===== config.mk =====
export PLATFORM = sky130hd
export DESIGN_NAME = rtc_match_counter
export DESIGN_NICKNAME = d
export VERILOG_FILES = /design/src/rtc_prescaler.v /design/src/rtc_match_counter.v
export VERILOG_INCLUDE_DIRS = /design/src /design/src/src
export SDC_FILE = /design/constraint.sdc
export NUM_CORES = 1
export LEC_CHECK = 0
export BUFFER_PORTS_ARGS = -buffer_cell sky130_fd_sc_hd__buf_2
export CAP_MARGIN = 25
export CORE_ASPECT_RATIO = 0.6
export CORE_MARGIN = 4
export CORE_UTILIZATION = 40
export DETAILED_ROUTE_END_ITERATION = 7
export HOLD_SLACK_MARGIN = 0.03
export PLACE_DENSITY_LB_ADDON = 0.15
export RECOVER_POWER = 50
export SLEW_MARGIN = 20
export SYNTH_ARGS = -nofsm -noshare
export SYNTH_HDL_FRONTEND = slang
export SYNTH_SLANG_ARGS = --single-unit

===== constraint.sdc =====
create_clock -name clock_in -period 7.05 [get_ports clock_in]
set_clock_uncertainty 0.15 [all_clocks]
set_input_delay 0.3525 -clock clock_in [delete_from_list [all_inputs] [get_ports clock_in]]
set_output_delay 0.3525 -clock clock_in [all_outputs]
set_load 0.01 [all_outputs]

===== src/rtc_match_counter_defines.vh =====
// Constants for the real-time match counter: byte map, control fields and timing counts.
`ifndef RTC_MATCH_COUNTER_DEFINES_VH
`define RTC_MATCH_COUNTER_DEFINES_VH

// Byte addresses on the configuration mux, one byte per address.
`define ADDR_CTRL 8'h00
`define ADDR_COUNT_B0 8'h01
`define ADDR_COUNT_B4 8'h05
`define ADDR_MATCH_B0 8'h06
`define ADDR_MATCH_B4 8'h0a
`define ADDR_MBITS_B0 8'h0b
`define ADDR_MBITS_B4 8'h0f

// Control/status register fields.
`define CTRL_RESET_VALUE 8'h00
`define BIT_BLOCK_RST 7
`define BIT_COUNT_EN 6
`define BIT_REG_ON_MATCH 5
`define FIELD_XTAL_MODE_HI 4
`define FIELD_XTAL_MODE_LO 3
`define BIT_CLR_ON_MATCH 2
`define BIT_COUNT_RST_N 1
`define BIT_XTAL_EN 0

// Counter and prescaler figures.
`define COUNT_WIDTH 40
`define COUNT_ZERO 40'h0000000000
`define PRESCALE_DIVIDE 128
`define PRESCALE_WIDTH 7
`define PRESCALE_START 7'h40
`define PRESCALE_LAST 7'h7f
`define RELEASE_CYCLES 2
`define RELEASE_LAST 2'd1

`endif


===== src/rtc_prescaler.v =====
// Divide-by-128 prescaler on the rising edges of the sampled counter clock.
`timescale 1ns/100ps
`default_nettype none
`include "rtc_match_counter_defines.vh"

module rtc_prescaler (
    input wire clock_in,
    input wire srst_in,
    input wire run_in,
    input wire counter_clock_in,
    output reg tick_out
);

    reg counter_clock_prev;
    reg [`PRESCALE_WIDTH-1:0] prescale;
    wire clock_rise;

    assign clock_rise = counter_clock_in & ~counter_clock_prev;

    always @(posedge clock_in) begin
        if (srst_in) begin
            counter_clock_prev <= 1'b0;
            prescale <= `PRESCALE_START;
            tick_out <= 1'b0;
        end else begin
            counter_clock_prev <= counter_clock_in;
            tick_out <= 1'b0;
            // Stopping returns to the start point, so the first tick comes 64 edges after a start.
            if (!run_in) begin
                prescale <= `PRESCALE_START;
            end else if (clock_rise) begin
                prescale <= prescale + 7'h01;
                if (prescale == `PRESCALE_LAST) begin
                    tick_out <= 1'b1;
                end
            end
        end
    end

endmodule
`default_nettype wire


===== src/rtc_match_counter.v =====
// Real-time match counter with its byte-wide configuration port and oscillator controls.
// What this block does
// - Keeps a loadable 40-bit up-counter as the time base.
// - Divides the counter clock by 128 and counts only on prescaled ticks.
// - Every configuration address holds one byte; wide values span several bytes.
// - Counter bytes can be preloaded and read back at the same addresses.
// - Count byte 0 reads the live count; the upper count bytes come from a hold register loaded with the whole count on each byte 0 read.
// - Match-bits bytes read all ones while the count equals the match value.
// - Clear-on-match zeroes the count on equality, unless the match value is zero.
// - Clear-on-match is control bit 2 and acts on a prescaled tick.
// - Control bit 7 resets the block; release follows two cycles after writing 0.
// - Count enable bit 6 needs reset released; first increment after 64 edges.
// - Disabling stops the prescaler, keeps the count; loads only while disabled.
// - Regulator-on-match bit 5 gates both match outputs; zero holds them low.
// - Power-sequencer match output equals the fabric match output.
// - Bits 4:3 drive the crystal mode output directly.
// - Bit 1 low holds the 40-bit count at zero.
// - Bit 0 drives the crystal select output.
`timescale 1ns/100ps
`default_nettype none
`include "rtc_match_counter_defines.vh"

module rtc_match_counter (
    input wire clock_in,
    input wire srst_in,
    input wire counter_clock_in,
    input wire [7:0] cfg_addr_in,
    input wire [7:0] cfg_wdata_in,
    input wire cfg_wen_in,
    input wire cfg_ren_in,
    output reg [7:0] cfg_rdata_out,
    output reg [1:0] crystal_mode_out,
    output reg crystal_select_out,
    output reg fabric_match_out,
    output reg power_seq_match_out
);

    // Control/status register and the block reset release stage.
    reg [7:0] rtc_control_status;
    reg block_rst;
    reg [1:0] release_count;

    // Time base, match value and read-hold copy.
    reg [`COUNT_WIDTH-1:0] count;
    reg [`COUNT_WIDTH-1:0] match_value;
    reg [`COUNT_WIDTH-1:0] read_hold;
    reg [`COUNT_WIDTH-1:0] next_count;
    reg [7:0] next_rdata;
    reg [`COUNT_WIDTH-1:0] next_match_value;
    reg [`COUNT_WIDTH-1:0] next_read_hold;
    reg [7:0] next_control;
    reg next_block_rst;
    reg [1:0] next_release_count;
    reg next_fabric_match;
    reg [1:0] next_crystal_mode;
    reg next_crystal_select;

    wire prescale_tick;
    wire prescale_run;
    wire count_equal;
    wire match_nonzero;
    wire clear_on_match;
    wire count_rst_n;
    wire counting;
    wire is_count_byte;
    wire is_match_byte;
    wire is_mbits_byte;

    assign count_equal = (count == match_value);
    assign match_nonzero = (match_value != `COUNT_ZERO);
    assign clear_on_match = rtc_control_status[`BIT_CLR_ON_MATCH];
    assign count_rst_n = rtc_control_status[`BIT_COUNT_RST_N];
    assign counting = rtc_control_status[`BIT_COUNT_EN];
    assign prescale_run = counting & ~block_rst;

    // Byte range decode of the multi-byte fields.
    assign is_count_byte = (cfg_addr_in >= `ADDR_COUNT_B0) && (cfg_addr_in <= `ADDR_COUNT_B4);
    assign is_match_byte = (cfg_addr_in >= `ADDR_MATCH_B0) && (cfg_addr_in <= `ADDR_MATCH_B4);
    assign is_mbits_byte = (cfg_addr_in >= `ADDR_MBITS_B0) && (cfg_addr_in <= `ADDR_MBITS_B4);

    rtc_prescaler u_prescaler (
        .clock_in(clock_in),
        .srst_in(srst_in),
        .run_in(prescale_run),
        .counter_clock_in(counter_clock_in),
        .tick_out(prescale_tick)
    );

    // Control/status register takes a whole byte on a write to its address.
    always @* begin
        next_control = rtc_control_status;
        if (cfg_wen_in && (cfg_addr_in == `ADDR_CTRL)) begin
            next_control = cfg_wdata_in;
        end
    end

    always @(posedge clock_in) begin
        if (srst_in) begin
            rtc_control_status <= `CTRL_RESET_VALUE;
        end else begin
            rtc_control_status <= next_control;
        end
    end

    // Block reset holds while bit 7 is set and lifts two cycles after it is cleared.
    always @* begin
        next_block_rst = block_rst;
        next_release_count = release_count;
        if (rtc_control_status[`BIT_BLOCK_RST]) begin
            next_block_rst = 1'b1;
            next_release_count = 2'd0;
        end else if (block_rst) begin
            next_release_count = release_count + 2'd1;
            if (release_count == `RELEASE_LAST) begin
                next_block_rst = 1'b0;
            end
        end
    end

    always @(posedge clock_in) begin
        if (srst_in) begin
            block_rst <= 1'b1;
            release_count <= 2'd0;
        end else begin
            block_rst <= next_block_rst;
            release_count <= next_release_count;
        end
    end

    // Next count: reset, hold, load, or advance on a prescaled tick.
    always @* begin
        next_count = count;
        if (block_rst || !count_rst_n) begin
            next_count = `COUNT_ZERO;
        end else if (!counting) begin
            if (cfg_wen_in && is_count_byte) begin
                if (cfg_addr_in == `ADDR_COUNT_B0) begin
                    next_count[7:0] = cfg_wdata_in;
                end else if (cfg_addr_in == `ADDR_COUNT_B0 + 8'h01) begin
                    next_count[15:8] = cfg_wdata_in;
                end else if (cfg_addr_in == `ADDR_COUNT_B0 + 8'h02) begin
                    next_count[23:16] = cfg_wdata_in;
                end else if (cfg_addr_in == `ADDR_COUNT_B0 + 8'h03) begin
                    next_count[31:24] = cfg_wdata_in;
                end else begin
                    next_count[39:32] = cfg_wdata_in;
                end
            end
        end else if (prescale_tick) begin
            if (clear_on_match && match_nonzero && count_equal) begin
                next_count = `COUNT_ZERO;
            end else begin
                next_count = count + 40'h0000000001;
            end
        end
    end

    always @(posedge clock_in) begin
        if (srst_in) begin
            count <= `COUNT_ZERO;
        end else begin
            count <= next_count;
        end
    end

    // Match value bytes, cleared while the block is held in reset.
    always @* begin
        next_match_value = match_value;
        if (block_rst) begin
            next_match_value = `COUNT_ZERO;
        end else if (cfg_wen_in && is_match_byte) begin
            if (cfg_addr_in == `ADDR_MATCH_B0) begin
                next_match_value[7:0] = cfg_wdata_in;
            end else if (cfg_addr_in == `ADDR_MATCH_B0 + 8'h01) begin
                next_match_value[15:8] = cfg_wdata_in;
            end else if (cfg_addr_in == `ADDR_MATCH_B0 + 8'h02) begin
                next_match_value[23:16] = cfg_wdata_in;
            end else if (cfg_addr_in == `ADDR_MATCH_B0 + 8'h03) begin
                next_match_value[31:24] = cfg_wdata_in;
            end else begin
                next_match_value[39:32] = cfg_wdata_in;
            end
        end
    end

    always @(posedge clock_in) begin
        if (srst_in) begin
            match_value <= `COUNT_ZERO;
        end else begin
            match_value <= next_match_value;
        end
    end

    // Reading the lowest count byte freezes the whole count for the other bytes.
    always @* begin
        next_read_hold = read_hold;
        if (cfg_ren_in && (cfg_addr_in == `ADDR_COUNT_B0)) begin
            next_read_hold = count;
        end
    end

    always @(posedge clock_in) begin
        if (srst_in) begin
            read_hold <= `COUNT_ZERO;
        end else begin
            read_hold <= next_read_hold;
        end
    end

    // Read data selection.
    always @* begin
        next_rdata = 8'h00;
        if (cfg_addr_in == `ADDR_CTRL) begin
            next_rdata = rtc_control_status;
        end else if (cfg_addr_in == `ADDR_COUNT_B0) begin
            next_rdata = count[7:0];
        end else if (cfg_addr_in == `ADDR_COUNT_B0 + 8'h01) begin
            next_rdata = read_hold[15:8];
        end else if (cfg_addr_in == `ADDR_COUNT_B0 + 8'h02) begin
            next_rdata = read_hold[23:16];
        end else if (cfg_addr_in == `ADDR_COUNT_B0 + 8'h03) begin
            next_rdata = read_hold[31:24];
        end else if (cfg_addr_in == `ADDR_COUNT_B4) begin
            next_rdata = read_hold[39:32];
        end else if (cfg_addr_in == `ADDR_MATCH_B0) begin
            next_rdata = match_value[7:0];
        end else if (cfg_addr_in == `ADDR_MATCH_B0 + 8'h01) begin
            next_rdata = match_value[15:8];
        end else if (cfg_addr_in == `ADDR_MATCH_B0 + 8'h02) begin
            next_rdata = match_value[23:16];
        end else if (cfg_addr_in == `ADDR_MATCH_B0 + 8'h03) begin
            next_rdata = match_value[31:24];
        end else if (cfg_addr_in == `ADDR_MATCH_B4) begin
            next_rdata = match_value[39:32];
        end else if (is_mbits_byte) begin
            next_rdata = count_equal ? 8'hff : 8'h00;
        end
    end

    always @(posedge clock_in) begin
        if (srst_in) begin
            cfg_rdata_out <= 8'h00;
        end else if (cfg_ren_in) begin
            cfg_rdata_out <= next_rdata;
        end
    end

    // Match and oscillator control values, registered below.
    always @* begin
        next_fabric_match = count_equal & rtc_control_status[`BIT_REG_ON_MATCH];
        next_crystal_mode = rtc_control_status[`FIELD_XTAL_MODE_HI:`FIELD_XTAL_MODE_LO];
        next_crystal_select = rtc_control_status[`BIT_XTAL_EN];
    end

    // Match and oscillator control outputs.
    always @(posedge clock_in) begin
        if (srst_in) begin
            fabric_match_out <= 1'b0;
            power_seq_match_out <= 1'b0;
            crystal_mode_out <= 2'b00;
            crystal_select_out <= 1'b0;
        end else begin
            fabric_match_out <= next_fabric_match;
            power_seq_match_out <= next_fabric_match;
            crystal_mode_out <= next_crystal_mode;
            crystal_select_out <= next_crystal_select;
        end
    end

endmodule
`default_nettype wire


* Word level (Yosys, flattened, before mapping)
Cells that the tools add are included.
** Operators by class
- $add $sub $neg :: 3
- $lt $le $gt $ge :: 6
- Equal/unequal tests :: 18
- Muxes and demuxes :: 28
- Bitwise operators :: 11
- Reduce and logical (&&, ||, !) cells :: 33
** Operator list (count)
- $mux W40 :: 4
- $mux W8 :: 18
- $add A40 B1 Y40 const B :: 1
- $eq A40 B40 Y1 :: 1
- $reduce_bool A40 Y1 :: 1
- $eq A8 B3 Y1 const B :: 4
- $mux W32 :: 1
- $eq A8 B4 Y1 const B :: 3
- $mux W24 :: 1
- $eq A8 B2 Y1 const B :: 2
- $le A8 B4 Y1 const B :: 2
- $mux W16 :: 1
- $reduce_and A5 Y1 :: 3
- $reduce_and A6 Y1 :: 2
- $reduce_bool A2 Y1 :: 5
- $logic_and A1 B1 Y1 :: 9
- $eq A8 B1 Y1 const B :: 1
- $ge A8 B1 Y1 const B :: 1
- $ge A8 B3 Y1 const B :: 1
- $ge A8 B4 Y1 const B :: 1
- $le A8 B3 Y1 const B :: 1
- $logic_not A8 Y1 :: 1
- $ne A2 B2 Y1 const B :: 4
- $not A1 Y1 :: 8
- 14 further kinds :: 23
** Word-level totals
- Flip-flop bits (word level) :: 152
- Input bits :: 21
- Output and inout port bits :: 13
- Word-level logic and storage cells :: 120

* Longest topological paths before layout
Gate-level depths: netlist of the first run.
- Depth after elaboration :: 14
- Depth in mapped cells :: 9
- Gate-level depth less buffers :: 7

* Cells and area by module
From an unflattened synthesis of the first run, not the netlist that was laid out.
** Second synthesis, totals
- Cells, all modules :: 1071
- Area total of the unflattened synthesis :: 8311.7 µm²
** By module, submodules not included
- rtc_match_counter :: times used 1, cells an instance 1031, area each 7936.4 µm², seq. area each 2702.6 µm²
- rtc_prescaler :: times used 1, cells an instance 40, area each 375.4 µm², seq. area each 180.2 µm²

* Worst setup path after synthesis of the first run
Ideal clock, no wire load.
- Path kind :: register to register
- From :: register count[1]
- To :: register count[16]
- Setup time :: 74 ps
- Arrival time :: 2295 ps
- Required time :: 6826 ps
- Slack :: 4531 ps
- Stages on the path, launching flop included :: 7
- Path buffers :: 0
- Clock period less this slack :: 2519 ps
- Path through :: dfxtp_1 > ha_1 > nand3_1 > or4_1 > or4_1 > or4_1 > a31oi_1
** Between the ends
- Longest elaborated chain between the ends :: 5
- Elaborated cells on any way between the ends :: 6
- Those cells by class :: add/sub: 1; eq/ne: 1; mux: 3; reduce/logical: 1
** Ends and longest elaborated chain
- start: declaration :: line rtc_match_counter.v:44 : reg [`COUNT_WIDTH-1:0] count;
- start signal: assignment :: line rtc_match_counter.v:160 : count <= `COUNT_ZERO;
- start signal: assignment :: line rtc_match_counter.v:162 : count <= next_count;
- branches (longest 2 deep; another with $add A40 B1 Y40)
- $mux W40 (*) :: line rtc_match_counter.v:150 : if (clear_on_match && match_nonzero && count_equal) begin
- $mux W40 (*) :: line rtc_match_counter.v:149 : end else if (prescale_tick) begin
- $mux W40 (*) :: line rtc_match_counter.v:135 : end else if (!counting) begin
Mark *: on every way between the ends. The select of a mux whose other input is x is not followed.
A chain may end at the register's enable or synchronous reset.

* Worst setup path after layout of the first run
- From :: input port srst_in
- To :: register match_value[33]
** Between the ends
- Longest elaborated chain between the ends :: 1
** Ends and longest elaborated chain
- start: declaration :: line rtc_match_counter.v:25 : input wire srst_in,
- $reduce_or A2 Y1 (no source line)
- end signal: assignment :: line rtc_match_counter.v:188 : match_value <= `COUNT_ZERO;
- end signal: assignment :: line rtc_match_counter.v:190 : match_value <= next_match_value;
- end: declaration :: line rtc_match_counter.v:45 : reg [`COUNT_WIDTH-1:0] match_value;
Every way passes these cells.

==> reports/qor.yml, run 1 <==
sta:
  fmax_ghz: 0.225
  rsz0062_at_grt: "no"
  finalCritPeriodShare_pct: 62.9
  period_minus_slack_ps: 4440
  hold_viol: 0
  setup_viol: 0
  tightest_slew_ps: 2970
  slew_violations: 101
  relSlewSlack_pct: -98.2
  setup_ws_ps: 2610
  tns_ps: 0
placement:
  gp_congestion: 1.01
  io_buffer_count: 33
  place_area_um2: 8430
  place_ws_ps: 3210
  place_inst: 1263
  dpl.hpwl_mm: 22.9
logic_synthesis:
  synth_top_area_cell: "dfxtp_1"
  ys_ff_latch: 144
  seq_area_frac_synth_pct: 35.3
  avgSynthCellArea_um2: 7.94
  synth.distinct_cells: 75
  synth_cells: 1028
  ys_warn_count: 0
  synth_top_area_share_pct: 35.3
  synth_area_leaders: "dfxtp_1 (35%), mux2i_1 (9.0%), nand2_1 (5.8%), a21oi_1 (5.0%), nor2_1 (4.5%)"
  synth_fp_nets: 1052
  netlist_area_um2: 8160
  synth.most_common_cell: "dfxtp_1"
  synth_top_cells_by_count: "dfxtp_1 (144), nand2_1 (125), nor2_1 (98), a21oi_1 (81), mux2i_1 (73)"
  synth_edf_count: 0
  async_reset_ff_share_pct: 0
  synth_flop_cell: "dfxtp_1"
floorplan:
  coreArea_um2: 20000
  initial_core_util_pct: 40.8
  rows: 40
  fp.dieW_um: 192
  die_y_um: 119
  die-area_um2: 22800
  io_pins: 34
final_layout:
  stdcell_count: 1296
  nets: 1035
  fin_area_um2: 8990
  areaGrowthSynthToFinish_pct: 10.2
  final_layout_size_suffix_gt1_share_pct: 8.60
  antennaDiodeCount: 0
route:
  first_pass_iters: 5
  drtAntennaViolNets: 0
  wl_mm: 31.8
  dr_total_vias: 8036
  drc_errors: 0
  wl_per_cell_um: 24.6
  dr.first_iter.drc_count: 1165
  routed_via_density: 6.20
run_status:
  status: "finished, violations left"
  violations: "capacitance limit, slew limit"
grt:
  grt_overflow_total: 0
  antenna_found_initial: 2
  grt_pass1_wl_mm: 46.9
  grt_max_degree: 60
  first_global_vias: 7065
  track_usage_pct: 27.8
setup_path:
  required_ps: 7120
  critPathLaunchType: "input port"
  cp.arrival_ps: 4510
  r2r_start: "match_value[11]"
  cp-startpoint: "srst_in"
  critPathMaxFanout: 59
  worstSetupPathType: "input port to flip-flop"
  crit_path_end_kind: "flip-flop"
worst_hold_path:
  hp-class: "input port to flip-flop"
  min_from: "cfg_wen_in"
power:
  peakVddDrop_v: 0.000175
  power.total_mw: 1.82
  p_per_area_nw_per_um2: 202
  leakage_nw: 3.12
flow_run:
  max-cap-violations: 2
clocking:
  h-tree-depth: 4
  clk_pin_slew_ps: 60
  clock_latency_ps: 440
  cts_tree: "done"
  post_cts_resized: 0
  clkSinkCount: 144
  clockBufferDepth: 2
  cts_root_buffer: "clkbuf_16"
  cts_setup_buffers: 0
  numCtsBuffers: 17
-- path summary, 6_finish.rpt --
check                     to  slack [ps]  cells after the start
max reg2reg         count[8]        3470                      6
min          match_value[12]         130                      3
max          match_value[33]        2610                      4
min reg2reg    read_hold[28]         310                      2
-- per-layer routing --
| metal | share of wire [%] | track usage (%) | wire length, µm |
|---|---|---|---|
| met1 | 49 | 43.8 | 15500 |
| met2 | 36 | 33.6 | 11600 |
| met3 | 12 | 10.8 | 3920 |
| met4 | 2.0 | 7.52 | 652 |
| met5 | 0.29 | 3.17 | 92 |
-- per-stage QoR --
step,util [%],hold slack [ps]
6_report,44.9,126
5_1_grt,44.9,118
4_1_cts,45.0,108
3_5_place_dp,42.1,297
3_3_place_gp,42.1,291
2_1_floorplan,-,277
-- area by class of cell --
type,instances,area [µm²]
multi-input cells,792,4930
flip-flops and latches,144,2880
inverters,12,45.0
clock buffers,20,457
repair buffers,44,230
clock inverters,11,106
well taps,273,342
fillers,2059,11000
-- sequential cells by signal (all words and copies together) (netlist names) --
signal,cells
u_prescaler.counter_clock_prev,1
u_prescaler.prescale,7
block_rst,1
crystal_select_out,1
u_prescaler.tick_out,1
crystal_mode_out,2
cfg_rdata_out,8
release_count,2
power_seq_match_out,1
count,40
rtc_control_status,8
match_value,40
read_hold,32
-- cell families after synthesis --
group	Yosys count	share of synthesized area, %
buffers and inverters	92	4.51
XOR/XNOR	47	5.05
multiplexers	78	9.65
AND/OR/NAND/NOR	444	27.7
flip-flops	144	35.3
AO/OA/AOI/OAI	220	17.3
adder cells (fa/ha/maj)	3	0.460
-- worst max-delay path: stages --
cell and delay (ps):
buf_2 70, clkbuf_1 2080, or2_0 1800, nor2_1 150
-- layout by cell type, fill, tap and decap left out, types with 5 or more instances in the layout --
cell type | synthesis | routed
nand4_1 | 16 | 16
a311oi_1 | 7 | 7
clkbuf_1 | 64 | 15
and4_1 | 5 | 5
nand3b_1 | 6 | 6
a21oi_1 | 81 | 81
or2_0 | 4 | 5
mux2i_1 | 73 | 73
inv_1 | 11 | 11
clkbuf_16 | 0 | 17
o31ai_1 | 5 | 5
mux2_2 | 5 | 5
dfxtp_1 | 144 | 144
xnor2_1 | 5 | 5
nor3_1 | 13 | 13
buf_4 | 3 | 9
nor2_1 | 98 | 98
nand4b_1 | 6 | 6
nor2_2 | 5 | 5
a31oi_1 | 32 | 32
or3_1 | 5 | 5
o211ai_1 | 7 | 7
nor4_1 | 27 | 27
nand2_1 | 125 | 125
xor2_1 | 42 | 42
buf_2 | 8 | 20
o21ai_0 | 29 | 29
or4_1 | 22 | 22
nor2b_1 | 17 | 17
clkinvlp_4 | 0 | 6
nand3_1 | 58 | 58
nand2b_1 | 5 | 5
and3_1 | 9 | 9
-- timing repair --
action / in CTS / in global routing
endpoints found under the setup margin: 0 / 0
hold endpoints to repair: 1 / 0
hold buffers: 1 / 0
-- power by group --
part | internal (mW) | total [mW] | switching (mW) | leakage [nW]
logic | 0.0292 | 0.114 | 0.0846 | 1.70
registers | 0.822 | 0.830 | 0.00799 | 1.16
clock network | 0.503 | 0.873 | 0.370 | 0.257
total | 1.35 | 1.82 | 0.463 | 3.12
Power figures use the tool's default switching activity.
==> run 2, diff against run 1 <==
--- a/config.mk
+++ b/config.mk
@@ -6,6 +6,7 @@
 export SDC_FILE = /design/constraint.sdc
 export NUM_CORES = 1
 export LEC_CHECK = 0
+export ABC_AREA = 1
 export BUFFER_PORTS_ARGS = -buffer_cell sky130_fd_sc_hd__buf_2
 export CAP_MARGIN = 25
 export CORE_ASPECT_RATIO = 0.6
==> constraint.sdc (replaced) <==
create_clock -name clock_in -period 3.9 [get_ports clock_in]
set_clock_uncertainty 0.15 [all_clocks]
set_input_delay 0.195 -clock clock_in [delete_from_list [all_inputs] [get_ports clock_in]]
set_output_delay 0.195 -clock clock_in [all_outputs]
set_load 0.01 [all_outputs]
==> reports/qor.yml, run 2 <==
grt:
  antenna_found_initial: 0
  grt_overflow_total: 0
  grt_pass1_wl_mm: 48.7
  track_usage_pct: 29.0
  first_global_vias: 7669
  grt_max_degree: 65
power:
  p_per_area_nw_per_um2: 370
  leakage_nw: 3.58
  power.total_mw: 3.41
  peakVddDrop_v: 0.000318
logic_synthesis:
  synth_fp_nets: 1240
  synth_top_area_cell: "dfxtp_1"
  synth_flop_cell: "dfxtp_1"
  synth.distinct_cells: 44
  ys_warn_count: 0
  synth_cells: 1216
  seq_area_frac_synth_pct: 35.5
  ys_ff_latch: 144
  netlist_area_um2: 8110
  synth_top_area_share_pct: 35.5
  synth_edf_count: 0
  synth.most_common_cell: "nand2_1"
  synth_area_leaders: "dfxtp_1 (36%), nand2_1 (12%), inv_1 (7.9%), o21ai_0 (7.7%), a21oi_1 (6.9%)"
  avgSynthCellArea_um2: 6.67
  async_reset_ff_share_pct: 0
  synth_top_cells_by_count: "nand2_1 (259), inv_1 (171), dfxtp_1 (144), o21ai_0 (125), a21oi_1 (112)"
final_layout:
  multi_input_area_um2: 4310
  areaGrowthSynthToFinish_pct: 13.6
  nets: 1271
  fillCellCount: 2062
  stdcell_count: 1533
  antennaDiodeCount: 0
  register_area_um2: 2880
  layout_common_cells: "nand2_1 (258), inv_1 (173), dfxtp_1 (144), o21ai_0 (125), a21oi_1 (112)"
  final_common_cell: "nand2_1"
  final_layout_size_suffix_gt1_share_pct: 8.89
  reg.largest.list: "count (40), match_value (40), read_hold (32)"
setup_path:
  crit_path_end_kind: "flip-flop"
  r2r_start: "match_value[0]"
  cp.arrival_ps: 3180
  rr_endpoint: "count[11]"
  worstSetupPathType: "flip-flop to flip-flop"
  rr_worst_depth: 7
  rrSetupSlack_ps: 940
  critPathMaxFanout: 30
  required_ps: 4120
  critPathLaunchType: "flip-flop"
clocking:
  clkSinkCount: 144
  post_cts_resized: 0
  numCtsBuffers: 17
  cts_root_buffer: "clkbuf_16"
  clock_latency_ps: 440
  h-tree-depth: 4
  cts_setup_buffers: 0
  cts_hold_buf: 12
  cts_tree: "done"
  clk_pin_slew_ps: 60
  clockBufferDepth: 2
route:
  drc_errors: 0
  dr_total_vias: 8579
  wl_mm: 32.5
  wl_per_cell_um: 21.2
  routed_via_density: 5.60
  first_pass_iters: 6
  drtAntennaViolNets: 0
  dr.first_iter.drc_count: 1106
sta:
  period_minus_slack_ps: 2960
  finalCritPeriodShare_pct: 76.0
  hold_ws_ps: 217
  hold_viol: 0
  rsz0062_at_grt: "no"
  slew_violations: 0
  fmax_ghz: 0.338
  tns_ps: 0
  setup_viol: 0
  relSlewSlack_pct: 19.0
  tightest_slew_ps: 1210
placement:
  io_buffer_count: 33
  dpl.hpwl_mm: 24.1
  place_inst: 1489
  gp_congestion: 1.00
worst_hold_path:
  min_path_cells: 4
  min_from: "cfg_wen_in"
  whs_endpoint: "rtc_control_status[6]"
  hp-class: "input port to flip-flop"
flow_run:
  max-cap-violations: 0
floorplan:
  die_y_um: 118
  die-area_um2: 22700
  fp.dieW_um: 192
  rows: 40
  coreArea_um2: 20000
  initial_core_util_pct: 40.6
  io_pins: 34
run_status:
  status: "finished clean"
[run 2: changes by cell type in the layout (fill, tap and decap cells not counted), moves of 22 or more]
| cell | delta |
|---|---|
| a21oi_1 | +31 |
| inv_1 | +162 |
| mux2i_1 | -73 |
| nand2_1 | +133 |
| nand3_1 | -35 |
| nand4_1 | +22 |
| o21ai_0 | +96 |
| or4_1 | -22 |
[run 2: logic make-up (layout without fill, tap and decap cells)]
kind of cell               Yosys count  after routing  share of synthesized area, %
and+or+nand+nor                    494            494                          28.3
DFF                                144            144                          35.5
buffers and inverters              237            281                          11.5
adders and majority gates            3              3                         0.463
xor gates and xnor gates            40             40                          4.32
AOI/OAI and AO/OA                  298            298                          19.9
[run 2: area by class of cell]
cell class              count  area share [%]
multi-input cells         835            46.7
flip-flops and latches    144            31.3
inverters                 192            7.82
clock buffers              19            4.81
repair buffers             57            3.87
well taps                 273            3.71
clock inverters            13            1.77
[run 2: critical path, stage by stage, from the launching register on]
cell and delay (ps):
dfxtp_1 340, nor4_1 520, nand4_1 230, o311ai_4 600, nand2_1 160, inv_2 500, o211ai_1 200, a21oi_1 160
[run 2: per-layer routing]
layer,vias to the layer above,part of all wire [%],GRT usage (%)
met2,527,37,36.0
met4,0,1.7,6.37
met3,43,15,12.3
met1,3949,47,45.0
li1,4060,-,-
met5,-,0,0
[run 2: how the worst max path moves through the flow]
stage	startpoint	to	slack (ps)	cells past startpoint
after floorplan	count[0]	count[34]	1770	13
after global placement	cfg_addr_in[5]	read_hold[20]	720	11
after detailed placement	cfg_addr_in[5]	read_hold[20]	730	11
after CTS	match_value[0]	count[11]	1040	7
after global routing	match_value[0]	count[11]	710	7
final	match_value[0]	count[11]	940	7
[run 2: where the power goes]
part | internal [mW] | total, mW | switching [mW]
Combinational | 0.0537 | 0.186 | 0.132
Clock | 1.02 | 1.72 | 0.698
Sequential | 1.49 | 1.50 | 0.0125
Total | 2.56 | 3.41 | 0.843
[run 2: metrics by stage]
step	cell area (µm²)	worst slack [ps]	util, %
2_1_floorplan	8110	1770	-
3_3_place_gp	8510	720	42.6
3_5_place_dp	8510	731	42.6
4_1_cts	9230	1040	46.2
5_1_grt	9220	711	46.1
6_report	9220	937	46.1
